### src/txc_pkg.sv
// txc_pkg: register map, field positions, reset values and sizing constants
package txc_pkg;
    localparam logic [7:0] TXCFG_OFFSET = 8'h70;
    localparam logic [7:0] HWCFG_OFFSET = 8'h74;
    localparam logic [7:0] IRQ_STATUS_OFFSET = 8'h78;
    localparam logic [7:0] IRQ_MASK_OFFSET = 8'h7C;
    localparam int TXS_FLUSH_BIT = 15;
    localparam int TXD_FLUSH_BIT = 14;
    localparam int SOA_BIT = 2;
    localparam int TX_ON_BIT = 1;
    localparam int STOP_TX_BIT = 0;
    localparam int STRAP_BIT = 24;
    localparam int MBO_BIT = 20;
    localparam int SIZE_LSB = 16;
    localparam int SIZE_W = 4;
    localparam logic [3:0] SIZE_RESET = 4'h5;
    localparam logic [3:0] SIZE_MAX = 4'hE;
    localparam logic [3:0] SIZE_MIN = 4'h2;
    localparam int IRQ_STS_FULL_BIT = 0;
    localparam int IRQ_STOPPED_BIT = 1;
    localparam int IRQ_W = 2;
    localparam int MEM_BYTES = 16384;
    localparam int KB_BYTES = 1024;
    localparam int STATUS_FIFO_BYTES = 512;
    localparam int ADDR_W = 14;
    localparam logic [1:0] RESP_OKAY = 2'b00;
    localparam logic [1:0] RESP_SLVERR = 2'b10;
endpackage : txc_pkg

### src/txc_regs.sv
// txc_regs: transmit configuration and memory allocation registers on AXI4-Lite
`timescale 1ns/1ns
// Function
// - writing one to bit 15 clears status FIFO pointers; bit self-clears.
// - writing one to bit 14 clears data FIFO pointers; bit self-clears.
// - with overrun-allow zero, transmission pauses while status FIFO is full.
// - with overrun-allow one, transmission continues despite full status FIFO.
// - status-full interrupt raised the same regardless of overrun-allow.
// - transmit enable set lets queued data go out; resets to zero.
// - transmit enable clears itself after stop requested and transmitter halted.
// - stop bit lets current frame finish then stops further frames.
// - stop bit self-clears once transmitter has actually stopped.
// - writes to stop bit ignored while it reads one.
// - bit 24 is read-only latched auto-crossover strap level.
// - size field bits 16-19 sets transmit allocation in 1KB steps, reset 5.
// - status FIFO takes fixed 512 bytes, data FIFO takes the rest.
// - data FIFO holds both command words and payload.
// - receive FIFOs get 16KB minus transmit allocation.
module txc_regs #(
    parameter int ADDR_W = txc_pkg::ADDR_W
) (
    // clock and reset
    input wire logic aclk,
    input wire logic aresetn,
    // write address channel
    input wire logic awvalid,
    output logic awready,
    input wire logic [7:0] awaddr,
    // write data channel
    input wire logic wvalid,
    output logic wready,
    input wire logic [31:0] wdata,
    input wire logic [3:0] wstrb,
    // write response channel
    output logic bvalid,
    input wire logic bready,
    output logic [1:0] bresp,
    // read address channel
    input wire logic arvalid,
    output logic arready,
    input wire logic [7:0] araddr,
    // read data channel
    output logic rvalid,
    input wire logic rready,
    output logic [31:0] rdata,
    output logic [1:0] rresp,
    // strap
    input wire logic auto_crossover_strap,
    // transmit engine
    input wire logic frame_active,
    input wire logic frame_start_req,
    input wire logic status_push,
    input wire logic status_pop,
    input wire logic data_push,
    input wire logic data_pop,
    output logic tx_go,
    output logic tx_running,
    output logic tx_status_full,
    output logic [ADDR_W:0] tx_data_bytes,
    output logic [ADDR_W:0] rx_bytes,
    output logic must_be_one_out,
    // interrupt
    output logic irq
);
    typedef enum logic [1:0] {TXC_IDLE, TXC_RUN, TXC_DRAIN} txc_state_t;
    localparam int IRQ_W_L = txc_pkg::IRQ_W;

    txc_state_t state;
    logic tx_status_flush;
    logic tx_data_flush;
    logic status_overrun_allow;
    logic tx_on;
    logic stop_tx;
    logic must_be_one;
    logic [3:0] tx_fifo_size;
    logic strap_q;
    logic strap_taken;
    logic [IRQ_W_L-1:0] irq_status;
    logic [IRQ_W_L-1:0] irq_mask;
    logic aw_have;
    logic [31:0] w_q;
    logic [3:0] ws_q;
    logic w_have;
    logic [7:0] aw_addr_q;
    logic do_write;
    logic do_read;
    logic [31:0] rd_val;
    logic sts_full;
    logic [ADDR_W-1:0] sts_level;
    logic [ADDR_W-1:0] dat_level;
    logic [ADDR_W:0] tx_total;
    logic [ADDR_W:0] sts_bytes;
    logic [ADDR_W:0] dat_bytes;
    logic [ADDR_W:0] rx_b;
    logic halted;
    logic stopped_evt;
    logic full_q;
    logic next_aw_have;
    logic next_w_have;
    logic next_bvalid;
    logic next_rvalid;

    function automatic logic byte_en(input logic [3:0] strb, input int bitpos);
        byte_en = strb[bitpos / 8];
    endfunction : byte_en

    // fifo pointers, status entries counted in dwords
    txc_ptr #(.W(ADDR_W)) u_sts (
        .aclk(aclk),
        .aresetn(aresetn),
        .flush(tx_status_flush),
        .push(status_push),
        .pop(status_pop),
        .capacity(ADDR_W'(sts_bytes >> 2)),
        .level(sts_level),
        .full(sts_full),
        .empty()
    );

    txc_ptr #(.W(ADDR_W)) u_dat (
        .aclk(aclk),
        .aresetn(aresetn),
        .flush(tx_data_flush),
        .push(data_push),
        .pop(data_pop),
        .capacity(ADDR_W'(dat_bytes >> 2)),
        .level(dat_level),
        .full(),
        .empty()
    );

    txc_alloc #(.W(ADDR_W)) u_alloc (
        .size_kb(tx_fifo_size),
        .tx_total(tx_total),
        .tx_status_bytes(sts_bytes),
        .tx_data_bytes(dat_bytes),
        .rx_bytes(rx_b)
    );

    // axi write: take address and data in either order
    always_ff @(posedge aclk)
    begin
        if (!aresetn)
        begin
            aw_have <= 1'b0;
            w_have <= 1'b0;
            aw_addr_q <= 8'h00;
            w_q <= 32'h00000000;
            ws_q <= 4'h0;
            bvalid <= 1'b0;
            bresp <= txc_pkg::RESP_OKAY;
        end
        else
        begin
            if (awvalid && awready)
            begin
                aw_have <= 1'b1;
                aw_addr_q <= awaddr;
            end
            if (wvalid && wready)
            begin
                w_have <= 1'b1;
                w_q <= wdata;
                ws_q <= wstrb;
            end
            if (do_write)
            begin
                aw_have <= 1'b0;
                w_have <= 1'b0;
                bvalid <= 1'b1;
                bresp <= known(aw_addr_q) ? txc_pkg::RESP_OKAY : txc_pkg::RESP_SLVERR;
            end
            else if (bvalid && bready)
                bvalid <= 1'b0;
        end
    end

    assign do_write = aw_have && w_have && !bvalid;
    assign next_bvalid = do_write || (bvalid && !bready);
    assign next_aw_have = !do_write && (aw_have || (awvalid && awready));
    assign next_w_have = !do_write && (w_have || (wvalid && wready));
    assign next_rvalid = do_read || (rvalid && !rready);

    // ready flags registered from the next state of what they guard
    always_ff @(posedge aclk)
    begin
        if (!aresetn)
        begin
            awready <= 1'b0;
            wready <= 1'b0;
            arready <= 1'b0;
        end
        else
        begin
            awready <= !next_aw_have && !next_bvalid;
            wready <= !next_w_have && !next_bvalid;
            arready <= !next_rvalid;
        end
    end

    function automatic logic known(input logic [7:0] a);
        known = (a == txc_pkg::TXCFG_OFFSET) || (a == txc_pkg::HWCFG_OFFSET) ||
            (a == txc_pkg::IRQ_STATUS_OFFSET) || (a == txc_pkg::IRQ_MASK_OFFSET);
    endfunction : known

    // axi read: one cycle answer
    assign do_read = arvalid && arready;

    always_comb
    begin
        rd_val = 32'h00000000;
        unique case (araddr)
            txc_pkg::TXCFG_OFFSET:
            begin
                rd_val[txc_pkg::SOA_BIT] = status_overrun_allow;
                rd_val[txc_pkg::TX_ON_BIT] = tx_on;
                rd_val[txc_pkg::STOP_TX_BIT] = stop_tx;
            end
            txc_pkg::HWCFG_OFFSET:
            begin
                rd_val[txc_pkg::STRAP_BIT] = strap_q;
                rd_val[txc_pkg::MBO_BIT] = must_be_one;
                rd_val[txc_pkg::SIZE_LSB +: txc_pkg::SIZE_W] = tx_fifo_size;
            end
            txc_pkg::IRQ_STATUS_OFFSET: rd_val[IRQ_W_L-1:0] = irq_status;
            txc_pkg::IRQ_MASK_OFFSET: rd_val[IRQ_W_L-1:0] = irq_mask;
            default: rd_val = 32'h00000000;
        endcase
    end

    always_ff @(posedge aclk)
    begin
        if (!aresetn)
        begin
            rvalid <= 1'b0;
            rdata <= 32'h00000000;
            rresp <= txc_pkg::RESP_OKAY;
        end
        else if (do_read)
        begin
            rvalid <= 1'b1;
            rdata <= rd_val;
            rresp <= known(araddr) ? txc_pkg::RESP_OKAY : txc_pkg::RESP_SLVERR;
        end
        else if (rready)
            rvalid <= 1'b0;
    end

    // strap caught once after reset release
    always_ff @(posedge aclk)
    begin
        if (!aresetn)
        begin
            strap_q <= 1'b0;
            strap_taken <= 1'b0;
        end
        else if (!strap_taken)
        begin
            strap_q <= auto_crossover_strap;
            strap_taken <= 1'b1;
        end
    end

    logic wr_tx;
    logic wr_hw;
    assign wr_tx = do_write && (aw_addr_q == txc_pkg::TXCFG_OFFSET);
    assign wr_hw = do_write && (aw_addr_q == txc_pkg::HWCFG_OFFSET);

    // flush strobes: one cycle, then clear
    always_ff @(posedge aclk)
    begin
        if (!aresetn)
        begin
            tx_status_flush <= 1'b0;
            tx_data_flush <= 1'b0;
        end
        else
        begin
            tx_status_flush <= wr_tx && byte_en(ws_q, txc_pkg::TXS_FLUSH_BIT)
                && w_q[txc_pkg::TXS_FLUSH_BIT];
            tx_data_flush <= wr_tx && byte_en(ws_q, txc_pkg::TXD_FLUSH_BIT)
                && w_q[txc_pkg::TXD_FLUSH_BIT];
        end
    end

    // transmit engine control
    assign halted = (state == TXC_IDLE) || ((state == TXC_DRAIN) && !frame_active);

    always_ff @(posedge aclk)
    begin
        if (!aresetn)
        begin
            status_overrun_allow <= 1'b0;
            tx_on <= 1'b0;
            stop_tx <= 1'b0;
        end
        else
        begin
            if (wr_tx && byte_en(ws_q, txc_pkg::SOA_BIT))
            begin
                status_overrun_allow <= w_q[txc_pkg::SOA_BIT];
                tx_on <= w_q[txc_pkg::TX_ON_BIT];
                if (!stop_tx)
                    stop_tx <= w_q[txc_pkg::STOP_TX_BIT];
            end
            if (stopped_evt)
            begin
                stop_tx <= 1'b0;
                tx_on <= 1'b0;
            end
        end
    end

    always_ff @(posedge aclk)
    begin
        if (!aresetn)
            state <= TXC_IDLE;
        else
        begin
            unique case (state)
                TXC_IDLE:
                    if (tx_on && !stop_tx)
                        state <= TXC_RUN;
                TXC_RUN:
                    if (stop_tx || !tx_on)
                        state <= TXC_DRAIN;
                TXC_DRAIN:
                    if (!frame_active)
                        state <= TXC_IDLE;
            endcase
        end
    end

    // new frames start only while running, and only with status space or with overrun-allow set
    always_ff @(posedge aclk)
    begin
        if (!aresetn)
        begin
            tx_go <= 1'b0;
            tx_running <= 1'b0;
            tx_status_full <= 1'b0;
            tx_data_bytes <= '0;
            rx_bytes <= '0;
            must_be_one_out <= 1'b0;
        end
        else
        begin
            tx_go <= frame_start_req && (state == TXC_RUN) && tx_on && !stop_tx
                && (status_overrun_allow || !sts_full);
            tx_running <= !halted;
            tx_status_full <= sts_full;
            tx_data_bytes <= dat_bytes;
            rx_bytes <= rx_b;
            must_be_one_out <= must_be_one;
        end
    end

    // hardware configuration fields
    always_ff @(posedge aclk)
    begin
        if (!aresetn)
        begin
            must_be_one <= 1'b0;
            tx_fifo_size <= txc_pkg::SIZE_RESET;
        end
        else if (wr_hw && byte_en(ws_q, txc_pkg::SIZE_LSB))
        begin
            must_be_one <= w_q[txc_pkg::MBO_BIT];
            tx_fifo_size <= w_q[txc_pkg::SIZE_LSB +: txc_pkg::SIZE_W];
        end
    end

    // interrupts: sticky, read clears, set wins
    // a stop requested while already idle completes at once
    assign stopped_evt = stop_tx && halted;

    always_ff @(posedge aclk)
    begin
        if (!aresetn)
        begin
            irq_status <= '0;
            irq_mask <= '0;
            full_q <= 1'b0;
            irq <= 1'b0;
        end
        else
        begin
            full_q <= sts_full;
            if (do_read && (araddr == txc_pkg::IRQ_STATUS_OFFSET))
                irq_status <= '0;
            if (sts_full && !full_q)
                irq_status[txc_pkg::IRQ_STS_FULL_BIT] <= 1'b1;
            if (stopped_evt)
                irq_status[txc_pkg::IRQ_STOPPED_BIT] <= 1'b1;
            if (do_write && (aw_addr_q == txc_pkg::IRQ_MASK_OFFSET) && ws_q[0])
                irq_mask <= w_q[IRQ_W_L-1:0];
            irq <= |(irq_status & irq_mask);
        end
    end
endmodule : txc_regs

### src/txc_ptr.sv
// txc_ptr: FIFO pointer pair with flush and fill tracking
`timescale 1ns/1ns
module txc_ptr #(
    parameter int W = 14
) (
    // clock and reset
    input wire logic aclk,
    input wire logic aresetn,
    // control
    input wire logic flush,
    input wire logic push,
    input wire logic pop,
    input wire logic [W-1:0] capacity,
    // state
    output logic [W-1:0] level,
    output logic full,
    output logic empty
);
    logic [W-1:0] wr_ptr;
    logic [W-1:0] rd_ptr;

    always_ff @(posedge aclk)
    begin
        if (!aresetn || flush)
        begin
            wr_ptr <= '0;
            rd_ptr <= '0;
        end
        else
        begin
            if (push && !full)
                wr_ptr <= wr_ptr + W'(1);
            if (pop && !empty)
                rd_ptr <= rd_ptr + W'(1);
        end
    end

    assign level = wr_ptr - rd_ptr;
    assign full = (level >= capacity);
    assign empty = (level == '0);
endmodule : txc_ptr

### src/txc_alloc.sv
// txc_alloc: splits packet memory into transmit and receive regions
`timescale 1ns/1ns
module txc_alloc #(
    parameter int W = 14
) (
    // programmed size in 1KB steps
    input wire logic [3:0] size_kb,
    // region sizes in bytes
    output logic [W:0] tx_total,
    output logic [W:0] tx_status_bytes,
    output logic [W:0] tx_data_bytes,
    output logic [W:0] rx_bytes
);
    logic [3:0] clamped;

    // sizes above the top step are held at the top step
    assign clamped = (size_kb > txc_pkg::SIZE_MAX) ? txc_pkg::SIZE_MAX : size_kb;
    assign tx_total = (W+1)'(int'(clamped) * txc_pkg::KB_BYTES);
    assign tx_status_bytes = (W+1)'(txc_pkg::STATUS_FIFO_BYTES);
    assign tx_data_bytes = tx_total - tx_status_bytes;
    assign rx_bytes = (W+1)'(txc_pkg::MEM_BYTES) - tx_total;
endmodule : txc_alloc

### config.mk
export PLATFORM = sky130hd
export DESIGN_NAME = txc_regs
export DESIGN_NICKNAME = d
export VERILOG_FILES = /design/src/txc_pkg.sv /design/src/txc_regs.sv /design/src/txc_ptr.sv /design/src/txc_alloc.sv
export SDC_FILE = /design/constraint.sdc
export NUM_CORES = 1
export LEC_CHECK = 0
export ABC_AREA = 1
export BUFFER_PORTS_ARGS = -buffer_cell sky130_fd_sc_hd__buf_2
export CORE_ASPECT_RATIO = 0.8
export CORE_MARGIN = 3
export CORE_UTILIZATION = 45
export DETAILED_ROUTE_END_ITERATION = 10
export HOLD_SLACK_MARGIN = 0.03
export PLACE_DENSITY = 0.68
export SLEW_MARGIN = 20
export SYNTH_ARGS = -nofsm -noshare
export SYNTH_HDL_FRONTEND = slang
export SYNTH_SLANG_ARGS = --single-unit
### constraint.sdc
create_clock -name aclk -period 2.9 [get_ports aclk]
set_input_delay 0.435 -clock aclk [delete_from_list [all_inputs] [get_ports aclk]]
set_output_delay 0.435 -clock aclk [all_outputs]
set_load 0.01 [all_outputs]
==> impl_metrics.yaml <==
outcome:
  status: "finished clean"
logic_synthesis:
  synth_largest_area_cell: "sky130_fd_sc_hd__dfxtp_1"
  synth-warning-count: 0
  synth-edff-count: 0
  synth_largest_type_area_fraction_pct: 36.2
  synth-simple-area-share_pct: 29.9
  postSynth.topFlopCell: "sky130_fd_sc_hd__dfxtp_1"
  ys_top_cells_by_area: "sky130_fd_sc_hd__dfxtp_1 (36%), sky130_fd_sc_hd__nand2_1 (11%), sky130_fd_sc_hd__inv_1 (6.9%), sky130_fd_sc_hd__buf_4 (6.0%), sky130_fd_sc_hd__a21oi_1 (5.5%)"
  post_synth_most_frequent_cells: "sky130_fd_sc_hd__nand2_1 (166), sky130_fd_sc_hd__inv_1 (101), sky130_fd_sc_hd__dfxtp_1 (99)"
  yosysSeqAreaShare_pct: 36.2
  post-synth-top-count-cell: "sky130_fd_sc_hd__nand2_1"
  syn-mean-instance-area_um2: 6.93
  proportion_of_register_bits_with_asynchronous_set_or_reset_after_synthesis_pct: 0
  synth-compound-area-share_pct: 9.66
  main_combinational_cell_family_by_area_after_synthesis: "simple AND/OR/NAND/NOR gates"
  syn_inst: 790
  count_of_cell_types_in_the_netlist: 34
  ys_ff_latch: 99
  muxShareOfSynthArea_pct: 0
  yosys.area_share.adder_pct: 4.34
  synthXorXnorAreaFrac_pct: 4.48
  netlist_area_mm2: 0.00548
critical_path:
  critPathArrivalTime_ps: 2680
  sort_of_element_at_the_start_of_the_critical_path: "flip-flop"
  reg2reg_depth: 15
  slowest_stage: "sky130_fd_sc_hd__dfxtp_1"
  cpLargestDelayFamily: "simple AND/OR/NAND/NOR gates"
  timing.critical_path.depth: 15
  crit_type: "flip-flop to flip-flop"
  path_max_fanout: 13
  r2r_end: "u_sts.wr_ptr[13]$_SDFFE_PP0P_"
  cp_num_buf_inv: 2
  setup.worst_path.start: "u_sts.rd_ptr[2]$_SDFFE_PP0P_"
  r2r_setup_slack_ps: 400
  crit_end: "u_sts.wr_ptr[13]$_SDFFE_PP0P_"
  crit_path_end_kind: "flip-flop"
  crit_path_max_incr_delay_ps: 410
  crit_chain: "inv_1, ha_1, nand2_1, inv_1, nand2_1, nand2_2, nand2_1, nand2_1, nand2_1, nand2_1, nand2_1, nor2_2, nand3_2, nand2_1, a21oi_1"
  reg2reg_from: "u_sts.rd_ptr[2]$_SDFFE_PP0P_"
  worst-endpoint-required_ps: 3080
  most_used_cell_along_the_critical_path: "sky130_fd_sc_hd__nand2_1"
timing:
  whs_ps: 338
  fin_crit_sh_pct: 86.2
  smallest_setup_slack_after_layout_ps: 401
  tightest_slew_margin_relative_to_the_limit_pct: 45.2
  final.setup_skew_ps: 9.37
  finalSetupViolations: 0
  setup_repair_after_global_routing_missed_its_margin: "false"
  worstMarginPinSlew_ps: 821
  achievable-frequency_ghz: 0.400
  drv_slew: 0
  timing.final.hold_violations: 0
  finalWorstPathRequiredPeriod_ps: 2500
  fin_tns_setup_ps: 0
pwr:
  p_leak_nw: 2.87
  ir_worst_vdd_uv: 309
  netSwitchingFraction_pct: 27.5
  pwr-share-seq_pct: 47.0
  power_mw: 3.09
  power.share.clock_pct: 38.9
  internal_power_mw: 2.24
  switch_pwr_mw: 0.851
  combinational_share_of_power_pct: 14.0
  power_per_cell_area_mw_per_mm2: 508
drt:
  vias_per_cell: 4.80
  drc_violations: 0
  dr.first_iter.drc_count: 365
  route.detailed.wl_per_inst_um: 12.1
  route.vias.total: 4855
  first_pass_detailed_route_iteration_total: 5
  drt-total-wl_mm: 12.2
  detail-route-antenna-nets: 0
placement:
  dp_cells: 995
  placement.io_buffers: 71
  post-dp-hpwl_mm: 9.42
  placedInstanceArea_mm2: 0.00579
  detailedPlace.worstSlack_ps: 458
  gp_routability_congestion: 0.899
final_layout:
  synthToLayoutAreaGrowth_pct: 11.3
  antenna-diode-count: 0
  final_net_count: 943
  drive_above_1_share_pct: 13.8
  final_cells: 1011
  layout.core_utilization_pct: 52.1
  layout.cell_area.non_filler_mm2: 0.00609
global_route:
  grt.met3_usage_pct: 4.14
  number_of_antenna_violations_at_the_first_check_in_global_routing: 0
  via_count_of_the_first_global_routing_pass: 4205
  global_route_wire_length_before_repair_mm: 20.3
  globalRouteTotalUtil_pct: 18.2
  grtUsageMet2_pct: 25.1
  grt_remaining_overflow: 0
  largest_net_degree_at_the_start_of_global_routing: 43
  gr-usage-met1_pct: 29.0
  most_used_routing_layer: "met1"
cts:
  cts_buffer_count: 9
  clock_slew_at_reported_path_ffs_ps: 70
  clockBufferDepth: 2
  h_tree_level_count: 3
  post_cts_hold_buffer_count: 0
  clock_sinks: 99
  tritoncts: "built"
  post_cts_resized: 0
  number_of_setup_buffers_added_after_cts: 0
  clock-root-buffer: "sky130_fd_sc_hd__clkbuf_16"
  clkLatencyLatePin_ps: 340
floorplanning:
  num_rows: 35
  initial_utilization_pct: 46.8
  core_area_mm2: 0.0117
  die_w_um: 129
  die_area_mm2: 0.0135
  ports: 142
  die_height_um: 105
worst_hold_path:
  hold_path_class: "input port to flip-flop"
flow_run:
  timing.max_cap.violations: 0
-- how the worst min path moves through the flow --
stage,from,to,depth (start not counted)
global placement,strap_taken$_DFF_P_,strap_q$_SDFFE_PN0N_,1
floorplan,strap_taken$_DFF_P_,strap_q$_SDFFE_PN0N_,1
detailed placement,strap_taken$_DFF_P_,strap_q$_SDFFE_PN0N_,1
finish,wdata[20],w_q[20]$_SDFFE_PN0P_,3
global route,wdata[20],w_q[20]$_SDFFE_PN0P_,3
CTS,wdata[20],w_q[20]$_SDFFE_PN0P_,3
-- flip-flops by register name (all words and copies together), names as in the netlist, 2 cells and up --
signal,flops
tx_data_bytes,6
tx_fifo_size,4
ws_q,3
u_sts.wr_ptr,14
w_q,9
rdata,9
aw_addr_q,8
u_sts.rd_ptr,14
rx_bytes,5
state,2
irq_status,2
irq_mask,2
-- power by group through the flow --
stage | Combinational, mW | Sequential [mW] | Clock [mW]
CTS | 0.433 | 1.45 | 1.22
floorplan | 0.358 | 1.49 | 0
global placement | 0.427 | 1.49 | 0
detailed placement | 0.431 | 1.49 | 0
finish | 0.434 | 1.45 | 1.20
global route | 0.494 | 1.46 | 1.29
-- area by class of cell --
class | count | area, um2
clock buffers | 10 | 229
well taps | 148 | 185
inverters | 107 | 402
multi-input cells | 563 | 2820
clock inverters | 6 | 72.6
repair buffers | 78 | 408
flip-flops and latches | 99 | 1980
fillers | 1159 | 5600
-- tightest hold or removal path: stages --
cell	delay (ps)
sky130_fd_sc_hd__buf_2	70
sky130_fd_sc_hd__o21ai_0	70
sky130_fd_sc_hd__nor2_1	70
-- cell families (layout without fill, tap and decap cells) --
logic type	count (synthesis)	after routing
other	1	44
AND/OR/NAND/NOR	371	371
AO/OA/AOI/OAI	101	101
flip-flops	99	99
buffers and inverters	171	201
XOR/XNOR	28	28
adder cells (fa/ha/maj)	19	19
-- layout by cell type, fill, tap and decap left out, types with 10 or more instances in the layout --
master	count
sky130_fd_sc_hd__buf_2	71
sky130_fd_sc_hd__nor3_1	10
sky130_fd_sc_hd__dfxtp_1	99
sky130_fd_sc_hd__o21ai_0	31
sky130_fd_sc_hd__xor2_1	22
sky130_fd_sc_hd__inv_1	101
sky130_fd_sc_hd__nand4_1	24
sky130_fd_sc_hd__ha_1	19
sky130_fd_sc_hd__a21oi_1	60
sky130_fd_sc_hd__nor2_1	79
sky130_fd_sc_hd__nand2_1	166
sky130_fd_sc_hd__nand3_1	59
sky130_fd_sc_hd__conb_1	44
-- metal layers --
layer  routed length, um  part of all wire [%]
met1                6440                    53
met2                4910                    40
met3                 799                   6.5
met4                  76                  0.62
met5                   0                     0
Note: power is estimated with default switching activity, not from simulation.
